**src/include/uvp_pkg.sv**
```systemverilog
// Constants, register map and types of the undervoltage protection element
package uvp_pkg;

  // ==========================================================================
  // Timing
  // ==========================================================================
  localparam int CLK_PERIOD_NS = 25;
  localparam int TICK_PERIOD_NS = 1_000_000; // Timebase tick, 1 ms
  localparam int TICK_CYCLES_DEF = TICK_PERIOD_NS / CLK_PERIOD_NS;
  localparam int MS_PER_UNIT = 10; // Trip/drop-out unit, 10 ms
  localparam int BLOCK_HOLD_MS = 20; // Block release hold
  localparam int RELAY_PULSE_MS = 100; // Trip relay pulse width

  // ==========================================================================
  // Scaling and setting ranges (hundredths)
  // ==========================================================================
  localparam int PCT_SCALE = 100;
  localparam int LOWV_POS_PCT = 40;
  localparam int LOWV_REM_PCT = 5;
  localparam int LEVEL_MIN = 10;
  localparam int LEVEL_MAX = 200;
  localparam int LEVEL_RST = 95;
  localparam int RATIO_MIN = 101;
  localparam int RATIO_MAX = 300;
  localparam int RATIO_RST = 105;
  localparam int PUD_MAX = 1000;
  localparam int PUD_RST = 5;
  localparam int TRIPD_MAX = 30000;
  localparam int TRIPD_RST = 200;
  localparam int DOD_MAX = 6000;
  localparam int DOD_RST = 20;

  // ==========================================================================
  // Register map (byte addresses)
  // ==========================================================================
  localparam logic [5:0] OFS_CTRL = 6'h00;
  localparam logic [5:0] OFS_PU_DELAY = 6'h04;
  localparam logic [5:0] OFS_DO_DELAY = 6'h08;
  localparam logic [5:0] OFS_DO_RATIO = 6'h0C;
  localparam logic [5:0] OFS_LEVEL = 6'h10; // Plus 4 per group
  localparam logic [5:0] OFS_TRIP_DELAY = 6'h20; // Plus 4 per group
  localparam logic [5:0] OFS_PU_COUNT = 6'h30;
  localparam logic [5:0] OFS_TRIP_COUNT = 6'h34;
  localparam logic [5:0] OFS_STATE = 6'h38;
  localparam logic [11:0] ADDR_GCTRL = 12'h800;
  localparam logic [11:0] ADDR_STATUS = 12'h804;
  localparam logic [11:0] ADDR_MASK = 12'h808;

  // Field positions
  localparam int CTRL_VARIANT_BIT = 0;
  localparam int CTRL_BLK_LSB = 1;
  localparam int CTRL_RELAY_BIT = 3;
  localparam int CTRL_OPM_LSB = 4;
  localparam int GCTRL_EN_BIT = 0;
  localparam int GCTRL_GRP_LSB = 4;

  typedef enum logic [1:0] {
    UVP_IDLE,
    UVP_ARMING,
    UVP_ACTIVE,
    UVP_RELEASING
  } uvp_state_t;

endpackage : uvp_pkg

```
**src/uvp_element.sv**
```systemverilog
// Undervoltage protection element with APB registers, several instances
//
// Operation
// - Positive-sequence variant picks up when that voltage drops below level.
// - Remanent variant watches only phase one-two voltage against the level.
// - Pickup level per group, 0.10 to 2.00 nominal, default 0.95.
// - Condition must hold for pickup delay, 0 to 1000 ms, default 5 ms.
// - Trip after per-group trip delay, 0 to 300 s, default 2 s.
// - Pickup held for drop-out delay, up to 60 s, default 0.20 s.
// - Release only above level times drop-out ratio, 1.01 to 3.00.
// - Pickup blockable by a selected user variable or none.
// - Pickup blockable by fuse-failure supervision.
// - Positive-sequence variant blocks below 40 percent of nominal.
// - Remanent variant blocks below 5 percent of nominal.
// - Block stays a short while after all block causes clear.
// - Trip mapped to a relay is delivered as a pulse.
// - Runs only when globally enabled and active group operate mode on.
// - Several independent instances, each with own settings.
// - Counter increments on each pickup event.
// - Counter increments on each trip event.
module uvp_element
  import uvp_pkg::*;
#(
  parameter int NUM_INST = 2,
  parameter int NUM_GROUPS = 4,
  parameter int NUM_VARS = 3,
  parameter int VOLT_W = 16,
  parameter int CNT_W = 16,
  parameter logic [15:0] VNOM_COUNTS = 16'h2710,
  parameter int TICK_CYCLES = TICK_CYCLES_DEF
) (
  input wire logic clk,
  input wire logic reset,
  input wire logic psel,
  input wire logic penable,
  input wire logic pwrite,
  input wire logic [11:0] paddr,
  input wire logic [31:0] pwdata,
  output logic [31:0] prdata,
  output logic pready,
  output logic pslverr,
  input wire logic [VOLT_W-1:0] positive_sequence_voltage,
  input wire logic [VOLT_W-1:0] phase_one_two_voltage,
  input wire logic fuse_failure,
  input wire logic [NUM_VARS-1:0] user_variable,
  output logic [NUM_INST-1:0] pickup,
  output logic [NUM_INST-1:0] trip,
  output logic [NUM_INST-1:0] trip_relay,
  output logic irq
);

  localparam int TW = $clog2(TICK_CYCLES + 1);
  localparam int GW = (NUM_GROUPS > 1) ? $clog2(NUM_GROUPS) : 1;

  // ==========================================================================
  // Functions
  // ==========================================================================
  // Voltage below a fraction (hundredths) of nominal
  function automatic logic below_pct(input logic [VOLT_W-1:0] v,
                                     input logic [8:0] pct);
    return 48'(v) * 48'(PCT_SCALE) < 48'(pct) * 48'(VNOM_COUNTS);
  endfunction : below_pct

  // Voltage above level times drop-out ratio
  function automatic logic above_release(input logic [VOLT_W-1:0] v,
                                         input logic [7:0] lvl,
                                         input logic [8:0] ratio);
    return 48'(v) * 48'(PCT_SCALE * PCT_SCALE)
      > 48'(lvl) * 48'(ratio) * 48'(VNOM_COUNTS);
  endfunction : above_release

  // Clamp a written value into its setting range
  function automatic logic [15:0] clamp(input logic [31:0] val,
                                        input int lo,
                                        input int hi);
    if (val < 32'(lo)) begin
      return 16'(lo);
    end else if (val > 32'(hi)) begin
      return 16'(hi);
    end
    return val[15:0];
  endfunction : clamp

  // 10 ms units to ms ticks
  function automatic logic [18:0] units_to_ms(input logic [14:0] u);
    return 19'(u) * 19'(MS_PER_UNIT);
  endfunction : units_to_ms

  // ==========================================================================
  // Settings and state
  // ==========================================================================
  logic g_enable;
  logic [GW-1:0] act_grp;
  logic [2*NUM_INST-1:0] status;
  logic [2*NUM_INST-1:0] mask;
  logic variant [NUM_INST];
  logic [1:0] blk_src [NUM_INST];
  logic relay_mapped [NUM_INST];
  logic [NUM_GROUPS-1:0] opmode [NUM_INST];
  logic [9:0] pu_delay [NUM_INST];
  logic [12:0] do_delay [NUM_INST];
  logic [8:0] do_ratio [NUM_INST];
  logic [7:0] level [NUM_INST][NUM_GROUPS];
  logic [14:0] trip_delay [NUM_INST][NUM_GROUPS];
  logic [CNT_W-1:0] pu_count [NUM_INST];
  logic [CNT_W-1:0] trip_count [NUM_INST];
  uvp_state_t state [NUM_INST];
  logic [10:0] pu_tmr [NUM_INST];
  logic [15:0] do_tmr [NUM_INST];
  logic [18:0] trip_tmr [NUM_INST];
  logic [7:0] blk_tmr [NUM_INST];
  logic [7:0] pulse_tmr [NUM_INST];
  logic [NUM_INST-1:0] tripped;
  logic [NUM_INST-1:0] pickup_q;
  logic [NUM_INST-1:0] tripped_q;
  logic [TW-1:0] tick_cnt;
  logic tick;

  // Per-instance combinational view
  logic [VOLT_W-1:0] v_sel [NUM_INST];
  logic [NUM_INST-1:0] run;
  logic [NUM_INST-1:0] cond;
  logic [NUM_INST-1:0] release_ok;
  logic [NUM_INST-1:0] blk_raw;
  logic [NUM_INST-1:0] blocked;
  logic [NUM_INST-1:0] pu_evt;
  logic [NUM_INST-1:0] tr_evt;

  // APB decode
  logic setup;
  logic wr_acc;
  logic is_glob;
  logic [3:0] inst_sel;
  logic [5:0] reg_ofs;
  logic inst_ok;
  logic [31:0] next_rdata;
  logic next_err;

  // ==========================================================================
  // Timebase
  // ==========================================================================
  // Free-running 1 ms tick shared by every timer
  always_ff @(posedge clk) begin
    if (reset || tick) begin
      tick_cnt <= '0;
    end else begin
      tick_cnt <= tick_cnt + TW'(1);
    end
  end
  assign tick = (tick_cnt == TW'(TICK_CYCLES - 1));

  // ==========================================================================
  // Measurement and blocking
  // ==========================================================================
  // Voltage select, thresholds and block causes per instance
  always_comb begin
    for (int i = 0; i < NUM_INST; i++) begin
      v_sel[i] = variant[i] ? phase_one_two_voltage
                            : positive_sequence_voltage;
      run[i] = g_enable && opmode[i][act_grp];
      cond[i] = below_pct(v_sel[i], 9'(level[i][act_grp]));
      release_ok[i] = above_release(v_sel[i], level[i][act_grp],
                                    do_ratio[i]);
      blk_raw[i] = fuse_failure
        || (blk_src[i] != 2'h0
            && user_variable[blk_src[i] - 2'h1])
        || (variant[i] ? below_pct(v_sel[i], 9'(LOWV_REM_PCT))
                       : below_pct(v_sel[i], 9'(LOWV_POS_PCT)));
      blocked[i] = blk_raw[i] || (blk_tmr[i] != 8'h00);
      pickup[i] = (state[i] == UVP_ACTIVE) || (state[i] == UVP_RELEASING);
      pu_evt[i] = pickup[i] && !pickup_q[i];
      tr_evt[i] = tripped[i] && !tripped_q[i];
    end
  end

  // Block hold timer reloads while any cause is present
  always_ff @(posedge clk) begin
    for (int i = 0; i < NUM_INST; i++) begin
      if (reset) begin
        blk_tmr[i] <= '0;
      end else if (blk_raw[i]) begin
        blk_tmr[i] <= 8'(BLOCK_HOLD_MS);
      end else if (tick && blk_tmr[i] != 8'h00) begin
        blk_tmr[i] <= blk_tmr[i] - 8'h01;
      end
    end
  end

  // ==========================================================================
  // Pickup state machine
  // ==========================================================================
  // Pickup delay, hysteresis and drop-out hold per instance
  always_ff @(posedge clk) begin
    for (int i = 0; i < NUM_INST; i++) begin
      if (reset) begin
        state[i] <= UVP_IDLE;
        pu_tmr[i] <= '0;
        do_tmr[i] <= '0;
      end else if (!run[i] || blocked[i]) begin
        state[i] <= UVP_IDLE;
        pu_tmr[i] <= '0;
        do_tmr[i] <= '0;
      end else begin
        unique case (state[i])
          UVP_IDLE: begin
            pu_tmr[i] <= '0;
            if (cond[i]) begin
              state[i] <= UVP_ARMING;
            end
          end
          UVP_ARMING: begin
            if (!cond[i]) begin
              state[i] <= UVP_IDLE;
            end else if (pu_tmr[i] >= 11'(pu_delay[i])) begin
              state[i] <= UVP_ACTIVE;
            end else if (tick) begin
              pu_tmr[i] <= pu_tmr[i] + 11'h001;
            end
          end
          UVP_ACTIVE: begin
            do_tmr[i] <= '0;
            if (release_ok[i]) begin
              state[i] <= UVP_RELEASING;
            end
          end
          UVP_RELEASING: begin
            if (!release_ok[i]) begin
              state[i] <= UVP_ACTIVE;
            end else if (19'(do_tmr[i]) >= units_to_ms(15'(do_delay[i]))) begin
              state[i] <= UVP_IDLE;
            end else if (tick) begin
              do_tmr[i] <= do_tmr[i] + 16'h0001;
            end
          end
        endcase
      end
    end
  end

  // ==========================================================================
  // Trip timing and relay pulse
  // ==========================================================================
  // Trip timer runs while pickup stands
  always_ff @(posedge clk) begin
    for (int i = 0; i < NUM_INST; i++) begin
      if (reset || !pickup[i]) begin
        trip_tmr[i] <= '0;
        tripped[i] <= 1'b0;
      end else if (trip_tmr[i] >= units_to_ms(trip_delay[i][act_grp])) begin
        tripped[i] <= 1'b1;
      end else if (tick) begin
        trip_tmr[i] <= trip_tmr[i] + 19'h0_0001;
      end
    end
  end

  // Relay pulse started by each trip event
  always_ff @(posedge clk) begin
    for (int i = 0; i < NUM_INST; i++) begin
      if (reset) begin
        pulse_tmr[i] <= '0;
      end else if (tr_evt[i]) begin
        pulse_tmr[i] <= 8'(RELAY_PULSE_MS);
      end else if (tick && pulse_tmr[i] != 8'h00) begin
        pulse_tmr[i] <= pulse_tmr[i] - 8'h01;
      end
    end
  end

  // Edge detectors for events
  always_ff @(posedge clk) begin
    if (reset) begin
      pickup_q <= '0;
      tripped_q <= '0;
    end else begin
      pickup_q <= pickup;
      tripped_q <= tripped;
    end
  end

  // Trip outputs
  always_comb begin
    for (int i = 0; i < NUM_INST; i++) begin
      trip[i] = tripped[i];
      trip_relay[i] = relay_mapped[i] ? (pulse_tmr[i] != 8'h00)
                                      : tripped[i];
    end
  end

  // ==========================================================================
  // APB slave
  // ==========================================================================
  // Address decode
  always_comb begin
    setup = psel && !penable;
    wr_acc = psel && penable && pwrite;
    is_glob = paddr[11];
    inst_sel = paddr[9:6];
    reg_ofs = paddr[5:0];
    inst_ok = !paddr[11] && !paddr[10] && (32'(inst_sel) < 32'(NUM_INST));
  end

  assign pready = 1'b1;

  // Read mux, latched in the setup cycle
  always_comb begin
    next_rdata = 32'h0000_0000;
    next_err = 1'b1;
    if (is_glob) begin
      next_err = 1'b0;
      if (paddr == ADDR_GCTRL) begin
        next_rdata[GCTRL_EN_BIT] = g_enable;
        next_rdata[GCTRL_GRP_LSB +: GW] = act_grp;
      end else if (paddr == ADDR_STATUS) begin
        next_rdata[2*NUM_INST-1:0] = status;
      end else if (paddr == ADDR_MASK) begin
        next_rdata[2*NUM_INST-1:0] = mask;
      end else begin
        next_err = 1'b1;
      end
    end else if (inst_ok) begin
      next_err = 1'b0;
      for (int i = 0; i < NUM_INST; i++) begin
        if (32'(inst_sel) == i) begin
          unique case (reg_ofs)
            OFS_CTRL: begin
              next_rdata[CTRL_VARIANT_BIT] = variant[i];
              next_rdata[CTRL_BLK_LSB +: 2] = blk_src[i];
              next_rdata[CTRL_RELAY_BIT] = relay_mapped[i];
              next_rdata[CTRL_OPM_LSB +: NUM_GROUPS] = opmode[i];
            end
            OFS_PU_DELAY: next_rdata[9:0] = pu_delay[i];
            OFS_DO_DELAY: next_rdata[12:0] = do_delay[i];
            OFS_DO_RATIO: next_rdata[8:0] = do_ratio[i];
            OFS_PU_COUNT: next_rdata[CNT_W-1:0] = pu_count[i];
            OFS_TRIP_COUNT: next_rdata[CNT_W-1:0] = trip_count[i];
            OFS_STATE: next_rdata[3:0] = {cond[i], blocked[i], tripped[i],
                                          pickup[i]};
            default: begin
              next_err = 1'b1;
              for (int g = 0; g < NUM_GROUPS; g++) begin
                if (reg_ofs == OFS_LEVEL + 6'(4 * g)) begin
                  next_rdata[7:0] = level[i][g];
                  next_err = 1'b0;
                end
                if (reg_ofs == OFS_TRIP_DELAY + 6'(4 * g)) begin
                  next_rdata[14:0] = trip_delay[i][g];
                  next_err = 1'b0;
                end
              end
            end
          endcase
        end
      end
    end
  end

  // Registered read data and error
  always_ff @(posedge clk) begin
    if (reset) begin
      prdata <= 32'h0000_0000;
      pslverr <= 1'b0;
    end else if (setup) begin
      prdata <= next_rdata;
      pslverr <= next_err;
    end
  end

  // Global control and interrupt mask
  always_ff @(posedge clk) begin
    if (reset) begin
      g_enable <= 1'b0;
      act_grp <= '0;
      mask <= '0;
    end else if (wr_acc && paddr == ADDR_GCTRL) begin
      g_enable <= pwdata[GCTRL_EN_BIT];
      act_grp <= pwdata[GCTRL_GRP_LSB +: GW];
    end else if (wr_acc && paddr == ADDR_MASK) begin
      mask <= pwdata[2*NUM_INST-1:0];
    end
  end

  // Per-instance settings, clamped into their ranges
  always_ff @(posedge clk) begin
    for (int i = 0; i < NUM_INST; i++) begin
      if (reset) begin
        variant[i] <= 1'b0;
        blk_src[i] <= 2'h0;
        relay_mapped[i] <= 1'b0;
        opmode[i] <= '0;
        pu_delay[i] <= 10'(PUD_RST);
        do_delay[i] <= 13'(DOD_RST);
        do_ratio[i] <= 9'(RATIO_RST);
        for (int g = 0; g < NUM_GROUPS; g++) begin
          level[i][g] <= 8'(LEVEL_RST);
          trip_delay[i][g] <= 15'(TRIPD_RST);
        end
      end else if (wr_acc && inst_ok && 32'(inst_sel) == i) begin
        if (reg_ofs == OFS_CTRL) begin
          variant[i] <= pwdata[CTRL_VARIANT_BIT];
          blk_src[i] <= pwdata[CTRL_BLK_LSB +: 2];
          relay_mapped[i] <= pwdata[CTRL_RELAY_BIT];
          opmode[i] <= pwdata[CTRL_OPM_LSB +: NUM_GROUPS];
        end
        if (reg_ofs == OFS_PU_DELAY) begin
          pu_delay[i] <= 10'(clamp(pwdata, 0, PUD_MAX));
        end
        if (reg_ofs == OFS_DO_DELAY) begin
          do_delay[i] <= 13'(clamp(pwdata, 0, DOD_MAX));
        end
        if (reg_ofs == OFS_DO_RATIO) begin
          do_ratio[i] <= 9'(clamp(pwdata, RATIO_MIN, RATIO_MAX));
        end
        for (int g = 0; g < NUM_GROUPS; g++) begin
          if (reg_ofs == OFS_LEVEL + 6'(4 * g)) begin
            level[i][g] <= 8'(clamp(pwdata, LEVEL_MIN, LEVEL_MAX));
          end
          if (reg_ofs == OFS_TRIP_DELAY + 6'(4 * g)) begin
            trip_delay[i][g] <= 15'(clamp(pwdata, 0, TRIPD_MAX));
          end
        end
      end
    end
  end

  // ==========================================================================
  // Counters and interrupts
  // ==========================================================================
  // Event counters; a write clears, an event in the same cycle wins
  always_ff @(posedge clk) begin
    for (int i = 0; i < NUM_INST; i++) begin
      if (reset) begin
        pu_count[i] <= '0;
        trip_count[i] <= '0;
      end else begin
        if (pu_evt[i]) begin
          pu_count[i] <= pu_count[i] + CNT_W'(1);
        end else if (wr_acc && inst_ok && 32'(inst_sel) == i
                     && reg_ofs == OFS_PU_COUNT) begin
          pu_count[i] <= '0;
        end
        if (tr_evt[i]) begin
          trip_count[i] <= trip_count[i] + CNT_W'(1);
        end else if (wr_acc && inst_ok && 32'(inst_sel) == i
                     && reg_ofs == OFS_TRIP_COUNT) begin
          trip_count[i] <= '0;
        end
      end
    end
  end

  // Sticky status, write one to clear, set wins
  always_ff @(posedge clk) begin
    if (reset) begin
      status <= '0;
    end else begin
      for (int i = 0; i < NUM_INST; i++) begin
        if (pu_evt[i]) begin
          status[2*i] <= 1'b1;
        end else if (wr_acc && paddr == ADDR_STATUS && pwdata[2*i]) begin
          status[2*i] <= 1'b0;
        end
        if (tr_evt[i]) begin
          status[2*i+1] <= 1'b1;
        end else if (wr_acc && paddr == ADDR_STATUS && pwdata[2*i+1]) begin
          status[2*i+1] <= 1'b0;
        end
      end
    end
  end

  assign irq = |(status & mask);

endmodule : uvp_element

```
**config.mk**
```make
export PLATFORM = sky130hd
export DESIGN_NAME = uvp_element
export DESIGN_NICKNAME = d
export VERILOG_FILES = /design/src/include/uvp_pkg.sv /design/src/uvp_element.sv
export SDC_FILE = /design/constraint.sdc
export NUM_CORES = 2
export LEC_CHECK = 0
export BUFFER_PORTS_ARGS = -buffer_cell sky130_fd_sc_hd__clkbuf_2
export CELL_PAD_IN_SITES_DETAIL_PLACEMENT = 1
export CELL_PAD_IN_SITES_GLOBAL_PLACEMENT = 2
export CORE_UTILIZATION = 30
export CTS_BUF_LIST = sky130_fd_sc_hd__clkbuf_8
export DETAILED_ROUTE_END_ITERATION = 6
export PLACE_DENSITY_LB_ADDON = 0.1
export SETUP_SLACK_MARGIN = 0.3
export SKIP_CTS_REPAIR_TIMING = 1
export SYNTH_ARGS = -nofsm -noshare
export SYNTH_HDL_FRONTEND = slang
export SYNTH_SLANG_ARGS = --single-unit
```
**constraint.sdc**
```tcl
create_clock -name clk -period 37.8 [get_ports clk]
set_input_delay 3.78 -clock clk [delete_from_list [all_inputs] [get_ports clk]]
set_output_delay 3.78 -clock clk [all_outputs]
set_load 0.05 [all_outputs]
```
==> out/metrics.cfg <==
[clocking]
cts_root_buffer=clkbuf_8
clock_latency_ns=0.79
numCtsBuffers=96
cts.sinks=506
cts_tree=done
clock_path_buffers=3
htreeDepth=3
path_clk_slew_ns=0.06

[grt]
grt_max_degree=39
antenna_found_initial=5
grt_pass1_vias=44406
grt_pass1_wl_mm=283.3
grt_use_total=0.2082
gr-total-overflow=0

[drt]
viasPerCell=5.095
routedWlPerCell_um=22.71
wl_mm=187.0
first_pass_iters=7
drc=0
drt_iter0_drc=2377
dr_total_vias=41950
ant_nets=0

[timing]
maxSlewViolCount=0
max_freq_mhz=72.48
post-route-period-util=0.3650
worst_slack_ns=24.00
slew_headroom=0.1058
finalHoldViolations=0
fin_skew_ns=0.05780
setup_tns_ns=0
worst_slew_pin_slew_ns=1.323
period_minus_slack_ns=13.80
rsz0062_at_grt=no
setup-violations-final=0

[synthesis]
syn_avg_cell_area_um2=9.332
synthFlopType=edfxtp_1
synth_top_area_cell=edfxtp_1
yosysWarnings=0
synth_cell_types=84
post-synth-top-count-cell=inv_1
ys_async_sr_fraction=0
syn_area_um2=53170
synth_top_area_frac=0.2575
yosys-top-cells-area=edfxtp_1 26%, ha_1 20%, fa_1 10%
synth_seq_cells=506
ys_seq_area_frac=0.2764
yosys-top-cells-count=875 x inv_1, 830 x ha_1, 558 x nor2_1
synth_edf_count=456
synth_cells=5698

[place]
portBuffers=108
dp_worst_setup_slack_ns=23.88
hpwl_mm=151.0
globalplace.congestion=0.8895

[flow_run]
drv_cap=0

[layout]
drive_gt1_frac=0.07470
seq_area_um2=14700
fillCellCount=20434
multi_input_area_um2=34570
finalNetCount=6999
area.growth.synth_to_final_pct=9.683

[setup_path]
crit_required_ns=38.14
cp-end-kind=register
path_delay_family=adder cells
critPathBufInv=6
slowest_delay_ns=0.80
cp-start-kind=register
slowest_stage=mux4_2
worstSetupPathType=reg -> reg
arrival_ns=14.14
crit_fanout=38

[floorplanning]
row_count=154
start_util=0.3019
fp.dieW_um=423.0
core_area_um2=176100
die_area_um2=178900
die_y_um=423.0
io_pins=126

[outcome]
outcome=finished, final reports clean

[min_path]
hold_class=reg -> reg

[per-stage QoR]
step	hold WS [ns]	area (um2)	utilization	cells
floorplan	0.4263	53230	-	5713
global placement	0.4480	56500	0.3208	8052
detailed placement	0.4564	56500	0.3208	8052
CTS	0.4715	58310	0.3311	8230
global route	0.4968	58320	0.3311	8233
finish	0.4603	58320	0.3311	8234
[sequential cells by signal (all words and copies together) (netlist names), 18 cells and up]
register,count
do_delay,26
do_ratio,18
do_tmr,32
level,64
pu_count,32
pu_delay,20
pu_tmr,22
trip_count,32
trip_delay,120
trip_tmr,38
[worst paths after layout]
| kind | start | end | slack (ns) | depth (start not counted) |
|---|---|---|---|---|
| worst max-delay path | act_grp[0] | do_tmr[1][3] | 24.00 | 42 |
| worst min-delay path | prdata[11] | prdata[11] | 0.46 | 2 |
| worst max register to register | act_grp[0] | do_tmr[1][3] | 24.00 | 42 |
| worst min register to register | prdata[11] | prdata[11] | 0.46 | 2 |
[routing by layer]
metal	vias up	GRT usage	share of wire
li1	19884	-	-
met1	20960	0.2768	0.46
met2	890	0.3541	0.48
met3	216	0.01846	0.037
met4	0	0.06745	0.031
met5	-	0	0
[logic make-up (layout without fill, tap and decap cells)]
kind of cell / count (synthesis) / after routing / synth area share
mux: 86 / 86 / 0.02831
xor+xnor: 347 / 347 / 0.05716
compound gates: 902 / 902 / 0.1129
simple gates: 1704 / 1704 / 0.1512
other cells: 2 / 21 / 0.0001412
buf+inv: 1047 / 1224 / 0.07544
fa+ha+maj: 1104 / 1104 / 0.2985
flops: 506 / 506 / 0.2764
[cells in the final DEF (no fill, tap or decap), types with 22 or more instances in the layout]
master,count
nand4_1,47
o22ai_1,23
nand2b_1,37
inv_1,909
fa_1,274
clkbuf_2,108
a221oi_1,24
or3_1,38
edfxtp_1,456
a21oi_1,233
ha_1,830
and3_1,74
nor3_1,106
buf_4,63
a22oi_1,67
nand2_1,409
dfxtp_1,48
nor2_1,554
and2_1,122
mux4_2,48
xnor2_1,161
nand3_1,151
mux2_2,35
o21ai_0,147
nor2b_1,53
o211ai_1,26
a211oi_1,39
or2_2,22
o21bai_1,22
o21a_1,57
clkbuf_8,103
a21o_1,75
xor2_1,186
a31oi_1,30
[worst register-to-register path, delay by kind of cell, from the launching register on]
family                     cells  cell delay [ns]
and+or+nand+nor                6             2.24
DFF                            1             0.52
AOI/OAI and AO/OA             15             3.34
buffers and inverters          6             1.02
adders and majority gates     12             4.87
xor gates and xnor gates       2             0.53
muxes                          1             0.86
[area by class of cell]
cell class                      instances  area share
Timing Repair Buffer                  171     0.01738
Clock buffer                          103     0.02431
Multi-Input combinational cell       4160      0.5928
Tap cell                             2340     0.05020
Sequential cell                       506      0.2520
Antenna cell                            4   0.0001716
Clock inverter                         75    0.006737
Inverter                              875     0.05632
Power is not shown: default switching activity piles up to over one toggle a cycle in this logic, so the estimate is an artifact.
